`src/design/haptic_cfg_pkg.sv`:
```
package haptic_cfg_pkg;

  // register offsets on the byte-wide register port
  localparam logic [7:0] ADDR_STOP_PHASE_TIME_ADJUST  = 8'h10;
  localparam logic [7:0] ADDR_AUDIO_VIBE_PATH_CONTROL = 8'h11;
  localparam logic [7:0] ADDR_AUDIO_INPUT_FLOOR       = 8'h12;
  localparam logic [7:0] ADDR_AUDIO_INPUT_FULL_SCALE  = 8'h13;
  localparam logic [7:0] ADDR_VIBE_DRIVE_FLOOR        = 8'h14;
  localparam logic [7:0] ADDR_VIBE_DRIVE_CEILING      = 8'h15;
  localparam logic [7:0] ADDR_MOTOR_NOMINAL_LEVEL     = 8'h16;
  localparam logic [7:0] ADDR_OVERDRIVE_LIMIT_LEVEL   = 8'h17;

  // values after reset
  localparam logic [7:0] RST_STOP_PHASE_TIME_ADJUST = 8'h00;
  localparam logic [1:0] RST_AUDIO_PEAK_WINDOW_SEL  = 2'h1;
  localparam logic [1:0] RST_AUDIO_LOWPASS_SEL      = 2'h1;
  localparam logic [7:0] RST_AUDIO_INPUT_FLOOR      = 8'h19;
  localparam logic [7:0] RST_AUDIO_INPUT_FULL_SCALE = 8'hff;
  localparam logic [7:0] RST_VIBE_DRIVE_FLOOR       = 8'h19;
  localparam logic [7:0] RST_VIBE_DRIVE_CEILING     = 8'hff;
  localparam logic [7:0] RST_MOTOR_NOMINAL_LEVEL    = 8'h3f;
  localparam logic [7:0] RST_OVERDRIVE_LIMIT_LEVEL  = 8'h89;

  // field positions of the path control register
  localparam int PEAK_SEL_LSB    = 2;
  localparam int LOWPASS_SEL_LSB = 0;

  // timing
  localparam int CLOCK_PERIOD_NS     = 20;
  localparam int MS_TICK_TIME_NS     = 1000000;
  localparam int MS_TICK_CYCLES      = MS_TICK_TIME_NS / CLOCK_PERIOD_NS;
  localparam int STOP_PHASE_STEP_MS  = 5;
  localparam int PEAK_WINDOW_STEP_MS = 10;

  // one-pole low-pass gains (of 256) at a 1 ms update for 100/125/150/200 Hz
  localparam logic [7:0] LOWPASS_GAIN_0 = 8'h78;
  localparam logic [7:0] LOWPASS_GAIN_1 = 8'h8b;
  localparam logic [7:0] LOWPASS_GAIN_2 = 8'h9c;
  localparam logic [7:0] LOWPASS_GAIN_3 = 8'hb7;

  typedef enum logic [1:0] {
    COLLECT = 2'b01,
    PLAY    = 2'b10
  } wave_state_type;

endpackage : haptic_cfg_pkg

```
`src/design/haptic_brake_audio_vibe_cfg.sv`:
```
// How it works
// - The signed stop-phase adjust byte lengthens or shortens the braking segment by its value times 5 ms.
// - The braking segment is the one holding the most negative drive level of the waveform.
// - The stop-phase adjust acts only in open loop; in closed loop braking lengths pass unchanged.
// - Bits 3-2 of the path control register pick a 10/20/30/40 ms peak window, reset code 1.
// - Bits 1-0 of the path control register pick a 100/125/150/200 Hz low-pass, reset code 1.
// - Filtered input below the input floor (reset 0x19) is ignored and gives zero drive.
// - The input full-scale code (reset 0xff) is the input level that maps to full drive.
// - While the ceiling is at or above the drive floor (reset 0x19), a nonzero audio drive never falls below the floor.
// - Audio drive never exceeds the drive ceiling (reset 0xff).
// - The motor nominal level (reset 0x3f) is the full-scale reference in closed loop.
// - The motor nominal level is left out of the full-scale reference in open loop but still drives cal_rated_level.
// - The overdrive limit level is the open-loop full-scale reference and the closed-loop bound.
module haptic_brake_audio_vibe_cfg
  import haptic_cfg_pkg::*;
#(
  parameter int TICK_CYCLES = MS_TICK_CYCLES,
  parameter int MAX_SEGS    = 8
)(
  // clock and reset
  input  wire logic                 clock,
  input  wire logic                 rst,
  // register port from the serial bus decoder
  input  wire logic [7:0]           reg_addr,
  input  wire logic [7:0]           reg_wdata,
  input  wire logic                 reg_write,
  input  wire logic                 reg_read,
  output logic      [7:0]           reg_rdata,
  output logic                      reg_rvalid,
  // operating mode
  input  wire logic                 closed_loop,
  // library waveform segments in
  input  wire logic                 wave_in_valid,
  input  wire logic signed [7:0]    wave_in_level,
  input  wire logic [11:0]          wave_in_dur_ms,
  input  wire logic                 wave_in_last,
  output logic                      wave_in_ready,
  // adjusted waveform segments out
  output logic                      wave_out_valid,
  output logic signed [7:0]         wave_out_level,
  output logic [11:0]               wave_out_dur_ms,
  output logic                      wave_out_last,
  output logic                      wave_out_brake,
  // audio path, sampled amplitude code on this clock
  input  wire logic [7:0]           audio_level,
  output logic [7:0]                audio_drive,
  output logic                      audio_drive_update,
  // drive references
  output logic [7:0]                full_scale_ref,
  output logic [7:0]                overdrive_bound,
  output logic [7:0]                cal_rated_level
);

  localparam int IDX_W = $clog2(MAX_SEGS);

  typedef struct packed {
    logic [7:0]                  brake_adj;
    logic [1:0]                  peak_sel;
    logic [1:0]                  lowpass_sel;
    logic [7:0]                  in_floor;
    logic [7:0]                  in_full;
    logic [7:0]                  drv_floor;
    logic [7:0]                  drv_ceil;
    logic [7:0]                  nominal;
    logic [7:0]                  od_limit;
    logic [7:0]                  rdata;
    logic                        rvalid;
    wave_state_type              wstate;
    logic [MAX_SEGS-1:0][19:0]   segs;
    logic [IDX_W:0]              seg_count;
    logic [IDX_W:0]              play_idx;
    logic [IDX_W:0]              brake_idx;
    logic signed [7:0]           min_level;
    logic                        out_valid;
    logic signed [7:0]           out_level;
    logic [11:0]                 out_dur;
    logic                        out_last;
    logic                        out_brake;
    logic [31:0]                 tick_cnt;
    logic [5:0]                  ms_cnt;
    logic [7:0]                  peak;
    logic [7:0]                  filt;
    logic [7:0]                  drive;
    logic                        drive_upd;
    logic [7:0]                  fs_ref;
  } state_type;

  state_type state_reg;
  state_type state_next;

  function automatic logic [7:0] lowpass_gain(input logic [1:0] sel);
    case (sel)
      2'h0:    lowpass_gain = LOWPASS_GAIN_0;
      2'h1:    lowpass_gain = LOWPASS_GAIN_1;
      2'h2:    lowpass_gain = LOWPASS_GAIN_2;
      default: lowpass_gain = LOWPASS_GAIN_3;
    endcase
  endfunction : lowpass_gain

  function automatic logic [5:0] peak_window_ms(input logic [1:0] sel);
    peak_window_ms = 6'((int'(sel) + 1) * PEAK_WINDOW_STEP_MS);
  endfunction : peak_window_ms

  // combinational helpers
  logic                 tick;
  logic signed [13:0]   adj_ms;
  logic signed [13:0]   brake_dur;
  logic [19:0]          cur_seg;
  logic signed [9:0]    filt_step;
  logic signed [19:0]   filt_prod;
  logic [15:0]          span_num;
  logic [7:0]           span_den;
  logic [7:0]           drv_span;
  logic [15:0]          scaled;
  logic [8:0]           mapped;
  logic [7:0]           new_drive;

  always_comb
  begin
    state_next = state_reg;
    state_next.rvalid = 1'b0;
    state_next.out_valid = 1'b0;
    state_next.drive_upd = 1'b0;

    // register port
    if (reg_write)
    begin
      case (reg_addr)
        ADDR_STOP_PHASE_TIME_ADJUST:  state_next.brake_adj = reg_wdata;
        ADDR_AUDIO_VIBE_PATH_CONTROL:
        begin
          state_next.peak_sel    = reg_wdata[PEAK_SEL_LSB +: 2];
          state_next.lowpass_sel = reg_wdata[LOWPASS_SEL_LSB +: 2];
        end
        ADDR_AUDIO_INPUT_FLOOR:       state_next.in_floor = reg_wdata;
        ADDR_AUDIO_INPUT_FULL_SCALE:  state_next.in_full = reg_wdata;
        ADDR_VIBE_DRIVE_FLOOR:        state_next.drv_floor = reg_wdata;
        ADDR_VIBE_DRIVE_CEILING:      state_next.drv_ceil = reg_wdata;
        ADDR_MOTOR_NOMINAL_LEVEL:     state_next.nominal = reg_wdata;
        ADDR_OVERDRIVE_LIMIT_LEVEL:   state_next.od_limit = reg_wdata;
        default:                      ;
      endcase
    end
    if (reg_read)
    begin
      state_next.rvalid = 1'b1;
      case (reg_addr)
        ADDR_STOP_PHASE_TIME_ADJUST:  state_next.rdata = state_reg.brake_adj;
        ADDR_AUDIO_VIBE_PATH_CONTROL:
          state_next.rdata = {4'h0, state_reg.peak_sel, state_reg.lowpass_sel};
        ADDR_AUDIO_INPUT_FLOOR:       state_next.rdata = state_reg.in_floor;
        ADDR_AUDIO_INPUT_FULL_SCALE:  state_next.rdata = state_reg.in_full;
        ADDR_VIBE_DRIVE_FLOOR:        state_next.rdata = state_reg.drv_floor;
        ADDR_VIBE_DRIVE_CEILING:      state_next.rdata = state_reg.drv_ceil;
        ADDR_MOTOR_NOMINAL_LEVEL:     state_next.rdata = state_reg.nominal;
        ADDR_OVERDRIVE_LIMIT_LEVEL:   state_next.rdata = state_reg.od_limit;
        default:                      state_next.rdata = 8'h00;
      endcase
    end

    // full-scale reference follows the loop mode
    state_next.fs_ref = closed_loop ? state_reg.nominal : state_reg.od_limit;

    // waveform: gather a whole waveform first, since the brake segment is only known at the end
    adj_ms = 14'(signed'(state_reg.brake_adj)) * 14'(STOP_PHASE_STEP_MS);
    cur_seg = state_reg.segs[IDX_W'(state_reg.play_idx)];
    brake_dur = signed'({2'b00, cur_seg[11:0]}) + adj_ms;
    case (state_reg.wstate)
      COLLECT:
      begin
        if (wave_in_valid)
        begin
          state_next.segs[IDX_W'(state_reg.seg_count)] = {wave_in_level, wave_in_dur_ms};
          state_next.seg_count = state_reg.seg_count + 1'b1;
          if (state_reg.seg_count == '0 || wave_in_level < state_reg.min_level)
          begin
            state_next.min_level = wave_in_level;
            state_next.brake_idx = state_reg.seg_count;
          end
          // a waveform longer than the store is cut at its last slot
          if (wave_in_last || state_reg.seg_count == (IDX_W + 1)'(MAX_SEGS - 1))
          begin
            state_next.wstate = PLAY;
            state_next.play_idx = '0;
          end
        end
      end
      PLAY:
      begin
        state_next.out_valid = 1'b1;
        state_next.out_level = signed'(cur_seg[19:12]);
        state_next.out_dur = cur_seg[11:0];
        state_next.out_brake = (state_reg.play_idx == state_reg.brake_idx);
        if (state_reg.play_idx == state_reg.brake_idx && !closed_loop)
        begin
          if (brake_dur < 0)
            state_next.out_dur = 12'h000;
          else if (brake_dur > 14'sh0fff)
            state_next.out_dur = 12'hfff;
          else
            state_next.out_dur = brake_dur[11:0];
        end
        state_next.play_idx = state_reg.play_idx + 1'b1;
        state_next.out_last = (state_reg.play_idx + 1'b1 == state_reg.seg_count);
        if (state_next.out_last)
        begin
          state_next.wstate = COLLECT;
          state_next.seg_count = '0;
        end
      end
      default:
        state_next.wstate = COLLECT;
    endcase

    // audio path runs on a 1 ms enable
    tick = (state_reg.tick_cnt == 32'(TICK_CYCLES - 1));
    state_next.tick_cnt = tick ? 32'h0 : state_reg.tick_cnt + 32'h1;
    if (audio_level > state_reg.peak)
      state_next.peak = audio_level;
    filt_step = 10'(signed'({2'b00, state_reg.peak}) - signed'({2'b00, state_reg.filt}));
    // 20 bits: a full swing times the largest gain overflows 16
    filt_prod = 20'(filt_step) * 20'(signed'({2'b00, lowpass_gain(state_reg.lowpass_sel)}));
    span_num = 16'h0;
    span_den = state_reg.in_full - state_reg.in_floor;
    drv_span = (state_reg.drv_ceil > state_reg.drv_floor) ?
               state_reg.drv_ceil - state_reg.drv_floor : 8'h00;
    scaled = 16'h0;
    mapped = 9'h0;
    new_drive = 8'h00;
    if (state_reg.filt < state_reg.in_floor)
      new_drive = 8'h00;
    else if (state_reg.filt >= state_reg.in_full)
      new_drive = state_reg.drv_ceil;
    else
    begin
      span_num = 16'(state_reg.filt - state_reg.in_floor) * 16'(drv_span);
      scaled = span_num / 16'(span_den);
      mapped = 9'(state_reg.drv_floor) + scaled[8:0];
      new_drive = mapped[7:0];
      if (mapped > 9'(state_reg.drv_ceil))
        new_drive = state_reg.drv_ceil;
      else if (mapped < 9'(state_reg.drv_floor))
        new_drive = state_reg.drv_floor;
    end
    // a ceiling set under the floor wins, so the drive stays bounded above
    if (new_drive > state_reg.drv_ceil)
      new_drive = state_reg.drv_ceil;
    if (tick)
    begin
      state_next.drive = new_drive;
      state_next.drive_upd = 1'b1;
      // one-pole low-pass sampled once per millisecond on the held peak
      state_next.filt = 8'(16'(state_reg.filt) + 16'(filt_prod >>> 8));
      if (state_reg.ms_cnt + 1'b1 >= peak_window_ms(state_reg.peak_sel))
      begin
        state_next.ms_cnt = 6'h0;
        state_next.peak = audio_level;
      end
      else
        state_next.ms_cnt = state_reg.ms_cnt + 1'b1;
    end
  end

  always_ff @(posedge clock or posedge rst)
  begin
    if (rst)
    begin
      state_reg <= '0;
      state_reg.brake_adj <= RST_STOP_PHASE_TIME_ADJUST;
      state_reg.peak_sel <= RST_AUDIO_PEAK_WINDOW_SEL;
      state_reg.lowpass_sel <= RST_AUDIO_LOWPASS_SEL;
      state_reg.in_floor <= RST_AUDIO_INPUT_FLOOR;
      state_reg.in_full <= RST_AUDIO_INPUT_FULL_SCALE;
      state_reg.drv_floor <= RST_VIBE_DRIVE_FLOOR;
      state_reg.drv_ceil <= RST_VIBE_DRIVE_CEILING;
      state_reg.nominal <= RST_MOTOR_NOMINAL_LEVEL;
      state_reg.od_limit <= RST_OVERDRIVE_LIMIT_LEVEL;
      state_reg.wstate <= COLLECT;
    end
    else
      state_reg <= state_next;
  end

  assign reg_rdata          = state_reg.rdata;
  assign reg_rvalid         = state_reg.rvalid;
  // collect is the low one-hot bit, so ready comes straight off a flop
  assign wave_in_ready      = state_reg.wstate[0];
  assign wave_out_valid     = state_reg.out_valid;
  assign wave_out_level     = state_reg.out_level;
  assign wave_out_dur_ms    = state_reg.out_dur;
  assign wave_out_last      = state_reg.out_last;
  assign wave_out_brake     = state_reg.out_brake;
  assign audio_drive        = state_reg.drive;
  assign audio_drive_update = state_reg.drive_upd;
  assign full_scale_ref     = state_reg.fs_ref;
  assign overdrive_bound    = state_reg.od_limit;
  assign cal_rated_level    = state_reg.nominal;

endmodule : haptic_brake_audio_vibe_cfg

```
`config.mk`:
```
export PLATFORM = sky130hd
export DESIGN_NAME = haptic_brake_audio_vibe_cfg
export DESIGN_NICKNAME = d
export VERILOG_FILES = /design/src/design/haptic_cfg_pkg.sv /design/src/design/haptic_brake_audio_vibe_cfg.sv
export SDC_FILE = /design/constraint.sdc
export NUM_CORES = 2
export LEC_CHECK = 0
export BUFFER_PORTS_ARGS = -buffer_cell sky130_fd_sc_hd__buf_2
export CORE_MARGIN = 3
export CORE_UTILIZATION = 28
export CTS_CLUSTER_DIAMETER = 30
export DETAILED_ROUTE_END_ITERATION = 8
export GPL_TIMING_DRIVEN = 0
export HOLD_SLACK_MARGIN = 0.12
export PLACE_DENSITY = 0.54
export SETUP_SLACK_MARGIN = 0.02
export SLEW_MARGIN = 20
export SYNTH_ARGS = -nofsm -noshare
export SYNTH_HDL_FRONTEND = slang
export SYNTH_SLANG_ARGS = --single-unit
export TNS_END_PERCENT = 100
```
`constraint.sdc`:
```
create_clock -name clock -period 39 [get_ports clock]
set_input_delay 3.9 -clock clock [delete_from_list [all_inputs] [get_ports clock]]
set_output_delay 3.9 -clock clock [all_outputs]
set_load 0.005 [all_outputs]
```
# Word-level counts from Yosys, hierarchy flattened

Index checks and enable logic that the tools add are counted.

Flip-flop bits (word level): 345
Bits in latches: 0
Bits in writable memories: 0
Bits in read-only memories: 0
Input bits: 51
Output and inout port bits: 66
Logic and storage cells: 139
Memories kept: 0

$add $sub $neg: 12
Multiply operators: 4
Div/mod/pow operators: 1
Order comparisons: 14
Eq/ne operators: 19
Shifts and indexed selects: 0
Muxes and demuxes: 32
Bitwise logic cells: 0
Reductions and logical operators: 21

Operators with widths:

| cell                                                              | count |
|---|---|
| 182-bit 2-to-1 mux                                                | 1 |
| 160-bit bitwise mux                                               | 1 |
| 8-bit 2-to-1 mux                                                  | 9 |
| 8-bit by 5-bit == test with 1-bit output, second input constant   | 8 |
| 8-bit one-hot mux with 8 select lines                             | 1 |
| 20-bit binary-select mux with 3-bit select                        | 1 |
| 20-bit demux with 3-bit select                                    | 1 |
| 12-bit 2-to-1 mux                                                 | 4 |
| 20-bit 2-to-1 mux                                                 | 2 |
| 32-bit by 1-bit adder with 32-bit output, second input constant   | 1 |
| 32-bit by 16-bit == test with 1-bit output, second input constant | 1 |
| 9-bit by 9-bit multiplier with 16-bit output                      | 2 |
| 32-bit 2-to-1 mux                                                 | 1 |
| 25-bit 2-to-1 mux                                                 | 1 |
| 8-bit greater-than comparator                                     | 3 |
| 8-bit one-hot mux with 3 select lines                             | 1 |
| 23-bit 2-to-1 mux                                                 | 1 |
| 2-bit AND reduction                                               | 9 |
| 8-bit by 8-bit subtractor with 9-bit output                       | 2 |
| 16-bit by 8-bit divider with 16-bit output                        | 1 |
| 8-bit less-than comparator                                        | 2 |
| 8-bit one-hot mux with 2 select lines                             | 1 |
| 8-bit subtractor                                                  | 2 |
| 13-bit by 12-bit adder with 14-bit output                         | 1 |
| other kinds (32)                                                  | 46 |

# Longest topological paths before layout

Depth after elaboration: 13
Mapped depth: 224
Gate-level depth less buffers: 214

# Worst setup path after synthesis

No wires, ideal clock.

Path type: register to register
Start point: reg state_reg[301] in the netlist's numbering
End point: reg state_reg, in the netlist audio_drive[1]
Arrival time: 39,971 ps
Required time: 38,864 ps
Slack: -1,106 ps
Cell stages (with the launch flop): 212
Period minus slack after synthesis: 40,106 ps
Cells stage by stage: dfstp_2 inv_1 ha_1 fa_1 nor2b_1 o21ai_1 a21oi_1 o32a_1 clkbuf_1 clkbuf_1 nand3_1 fa_1 inv_1 fa_1 fa_1 inv_1 fa_1 inv_1 (+176 left out) clkbuf_1 nor2_1 a21oi_1 nor2_1 a21oi_1 nor2_1 ha_1 nor2b_1 o21a_1 o21ai_0 nand2b_1 a21oi_1 o21ai_0 o21ai_1 clkbuf_1 nor2_1 a21oi_1 o21ai_0

Longest elaborated chain between the ends: 12
Elaborated cells on any way between the ends: 14
Those cells by class: 2 x add/sub; 1 x mul; 1 x div; 4 x order compare; 6 x mux

Ends and longest elaborated chain:

| what                                                                     | line                                                                   | text |
|---|---|---|
| start: declaration                                                       | haptic_brake_audio_vibe_cfg.sv:88                                      | `state_type state_reg;` |
| start signal: assignment                                                 | haptic_brake_audio_vibe_cfg.sv:281                                     | `state_reg <= state_next;` |
| 8-bit subtractor / 8-bit greater-than comparator (equally long branches) | haptic_brake_audio_vibe_cfg.sv:226, haptic_brake_audio_vibe_cfg.sv:225 |  |
| 8-bit 2-to-1 mux                                                         | haptic_brake_audio_vibe_cfg.sv:225                                     | `drv_span = (state_reg.drv_ceil > state_reg.drv_floor) ?` |
| 9-bit by 9-bit multiplier with 16-bit output                             | haptic_brake_audio_vibe_cfg.sv:236                                     | `span_num = 16'(state_reg.filt - state_reg.in_floor) * 16'(drv_span);` |
| 16-bit by 8-bit divider with 16-bit output                               | haptic_brake_audio_vibe_cfg.sv:237                                     | `scaled = span_num / 16'(span_den);` |
| 8-bit by 9-bit adder with 9-bit output                                   | haptic_brake_audio_vibe_cfg.sv:238                                     | `mapped = 9'(state_reg.drv_floor) + scaled[8:0];` |
| 9-bit by 8-bit less-than comparator with 1-bit output                    | haptic_brake_audio_vibe_cfg.sv:242                                     | `else if (mapped < 9'(state_reg.drv_floor))` |
| 8-bit 2-to-1 mux                                                         | haptic_brake_audio_vibe_cfg.sv:242                                     |  |
| 8-bit 2-to-1 mux                                                         | haptic_brake_audio_vibe_cfg.sv:240                                     | `if (mapped > 9'(state_reg.drv_ceil))` |
| 8-bit 2-to-1 mux                                                         | haptic_brake_audio_vibe_cfg.sv:232                                     | `else if (state_reg.filt >= state_reg.in_full)` |
| 8-bit 2-to-1 mux                                                         | haptic_brake_audio_vibe_cfg.sv:230                                     | `if (state_reg.filt < state_reg.in_floor)` |
| 8-bit greater-than comparator                                            | haptic_brake_audio_vibe_cfg.sv:246                                     | `if (new_drive > state_reg.drv_ceil)` |
| 8-bit 2-to-1 mux *                                                       | haptic_brake_audio_vibe_cfg.sv:246                                     |  |

Mark *: on every way between the ends. The rest lies on a longest branch, timed or not.
A chain may end at the register's enable or synchronous reset.

# Final worst setup path

Start point: reg state_reg[315] in the netlist's numbering
End point: reg state_reg, in the netlist audio_drive[2]

Longest elaborated chain between the ends: 12
Elaborated cells on any way between the ends: 14
Those cells by class: 2 x add/sub; 1 x mul; 1 x div; 4 x order compare; 6 x mux

Ends and longest elaborated chain:

| what                                                                     | line |
|---|---|
| 8-bit subtractor / 8-bit greater-than comparator (equally long branches) | haptic_brake_audio_vibe_cfg.sv:226, haptic_brake_audio_vibe_cfg.sv:225 |
| 8-bit 2-to-1 mux                                                         | haptic_brake_audio_vibe_cfg.sv:225 |
| 9-bit by 9-bit multiplier with 16-bit output                             | haptic_brake_audio_vibe_cfg.sv:236 |
| 16-bit by 8-bit divider with 16-bit output                               | haptic_brake_audio_vibe_cfg.sv:237 |
| 8-bit by 9-bit adder with 9-bit output                                   | haptic_brake_audio_vibe_cfg.sv:238 |
| 9-bit by 8-bit less-than comparator with 1-bit output                    | haptic_brake_audio_vibe_cfg.sv:242 |
| 8-bit 2-to-1 mux                                                         | haptic_brake_audio_vibe_cfg.sv:242 |
| 8-bit 2-to-1 mux *                                                       | haptic_brake_audio_vibe_cfg.sv:240 |
| 8-bit 2-to-1 mux *                                                       | haptic_brake_audio_vibe_cfg.sv:232 |
| 8-bit 2-to-1 mux *                                                       | haptic_brake_audio_vibe_cfg.sv:230 |
| 8-bit greater-than comparator                                            | haptic_brake_audio_vibe_cfg.sv:246 |
| 8-bit 2-to-1 mux *                                                       | haptic_brake_audio_vibe_cfg.sv:246 |

Marks and branches as above.

==> metrics.md <==
| Metric | Value |
|---|---|
| Sequential fraction of the synthesis area | 0.287 |
| Top Metal Used | met5 |
| Crit-path slowest cell | dfrtp_1 |
| Netlist cell types | 101 |
| #FFs+latches synth | 345 |
| Outcome | finished clean |
| Synth cell count leaders | inv_1 (319), dfrtp_1 (311), ha_1 (295) |
| Cells after Synth | 3076 |
| Cell with the most instances on the worst path | o21a_1 |
| Clock buffer depth | 3 |
| IO buf count | 112 |
| Placed inst area | 32700 um2 |
| Starting Density | 0.285 |
| CTS root buffer | clkbuf_16 |
| Share of post-route cells with drive strength above 1 | 0.299 |
| Final #Nets | 3870 |
| Post-Layout Inst Area | 37800 um2 |
| Rows | 119 |
| Count of flip-flops with a built-in enable after synthesis | 0 |
| HPWL after DPL | 64000 um |
| Period utilization | 0.995 |
| H-tree depth | 3 |
| Clock skew | 0.0347 ns |
| Synth area leaders | dfrtp_1 (26%), ha_1 (12%), mux2_2 (10%) |
| Net Count, Synth | 3541 |
| Fin. Hold Viols | 0 |
| Clock slew at reported path FFs | 0.05 ns |
| Routed length per placed instance | 17.4 um |
| CTS tree | done |
| Met3 WL | 3030 um |
| Mapped Area | 30200 um2 |
| Async S/R FF share, synth | 1.00 |
| First-pass GRT wire length | 136000 um |
| Post-synth top area cell | dfrtp_1 |
| Setup crit end kind | register |
| 1st-iter DRT viols | 1271 |
| Fill cell count | 10600 |
| Critical path fanouts, max | 10 |
| CP required | 39.48 ns |
| Largest net degree at the start of global routing | 100 |
| Wire length on met1 | 41400 um |
| Core Region | 106000 um2 |
| Vias/cell | 4.85 |
| Reg2reg setup slack | 0.21 ns |
| Placer Congestion | 0.826 |
| Die ar. | 112000 um2 |
| Global route total overflow | 0 |
| Slew Limit Fails | 0 |
| Synth Warn # | 0 |
| Via count | 23600 |
| Post-layout min period | 38.79 ns |
| Max-Slew Margin vs Limit | 0.297 |
| Gr usage total | 0.151 |
| Worst min path class | reg -> reg |
| Clock Sinks | 345 |
| Fmax | 0.0258 GHz |
| Final WL | 84700 um |
| Setup tns final | 0 ns |
| Top_reg_cell synth | dfrtp_1 |
| Wire length on met2 | 39300 um |
| # IOs | 117 |
| Endpoints failing setup | 0 |
| Vias in the first global route | 24200 |
| # DRC | 0 |
| Crit path DAT | 39.27 ns |
| DRT Pass-1 Iters | 5 |
| Startpoint types | register |
| Unrepaired setup endpoints after global routing | true |
| CTS buffer count | 84 |
| Worst-Skew Late Latency | 0.62 ns |
| Mapped Avg Cell Area | 9.82 um2 |
| Max Cap Violations | 0 |
| Slowest stage delay, CP | 0.53 ns |
| Die height | 335 um |
| Share of the synthesized area in the top cell type | 0.258 |
| DRT antenna net count | 0 |
| Antenna violations before repair | 9 |
| Die Width | 335 um |
| Top-count cell post-synth | inv_1 |
| P&R area growth vs syn | 25.1% |
| CP Class | reg -> reg |
| Worst-Margin Slew | 1.05 ns |
logic make-up after synthesis:
group,count (synthesis),synth area share
muxes,353,0.148
and+or+nand+nor,755,0.122
AOI/OAI and AO/OA,578,0.128
buffers and inverters,467,0.0668
adders and majority gates,416,0.202
DFF,345,0.287
xor gates and xnor gates,162,0.0470
metrics by stage:
stage	std cells	utilization	worst slack, ns	hold slack (ns)
floorplan	3076	-	0.0677	0.443
global placement	4579	0.307	-6.20	0.461
detailed placement	4583	0.308	-6.45	0.461
CTS	4838	0.351	0.0336	0.472
global route	4868	0.356	-2.10	0.498
finish	4871	0.356	0.208	0.465
critical path, delay by kind of cell (launching register included):
| kind | cells | cell delay [ns] |
|---|---|---|
| flip-flops | 1 | 0.53 |
| AO/OA/AOI/OAI | 90 | 15.53 |
| AND/OR/NAND/NOR | 57 | 8.18 |
| XOR/XNOR | 1 | 0.16 |
| adder cells (fa/ha/maj) | 26 | 8.06 |
| buffers and inverters | 34 | 4.02 |
| multiplexers | 8 | 2.14 |
cell usage in the layout, fill, tap and decap left out, types with 22 or more instances in the layout:
cell type	n
dfrtp_1	306
mux2i_1	25
clkbuf_16	87
nand2_1	187
nor2_1	207
buf_4	189
nand3_1	38
dfstp_2	34
inv_1	311
buf_2	114
ha_1	266
nor3_1	56
a21o_1	45
fa_1	111
mux4_2	42
xor2_1	53
clkbuf_1	71
o211ai_1	28
mux2_2	264
nand2b_1	52
nor2b_1	36
o21ai_0	111
a21oi_1	99
xnor2_1	102
a211oi_1	22
o21a_1	53
worst paths after layout:
kind,startpoint,endpoint,depth (start not counted)
min,state_reg[70],state_reg[70],1
min reg2reg,state_reg[70],state_reg[70],1
max in group asynchronous,rst,state_reg[323],4
min in group asynchronous,rst,wave_out_dur_ms[11],2
max reg2reg,state_reg[315],audio_drive[2],216
max,state_reg[315],audio_drive[2],216
final cells by class:
type | count | area, um2 | area share
plain buffers | 141 | 918 | 0.0243
flip-flops and latches | 345 | 8680 | 0.230
repair buffers | 245 | 1630 | 0.0430
inverters | 324 | 1240 | 0.0327
clock buffers | 105 | 2280 | 0.0604
multi-input cells | 2264 | 20600 | 0.545
diodes | 3 | 7.51 | 0.000199
well taps | 1391 | 1740 | 0.0460
clock inverters | 53 | 723 | 0.0191
timing repair:
item | in CTS | in global routing
gates cloned | 1 | 0
setup endpoints to repair | 8 | 8
hold buffers | 0 | 0
buffers inserted | 99 | 32
pin swaps | 69 | 56
gates resized for setup | 181 | 69
layer usage:
metal | vias up | track usage
li1 | 11400 | -
met1 | 11700 | 0.210
met2 | 395 | 0.250
met3 | 81 | 0.0214
met4 | 6 | 0.0263
met5 | - | 0
Power is left out: the tool's default activity adds up to more than one toggle a clock period on the data nets, which glitch-free logic cannot reach.
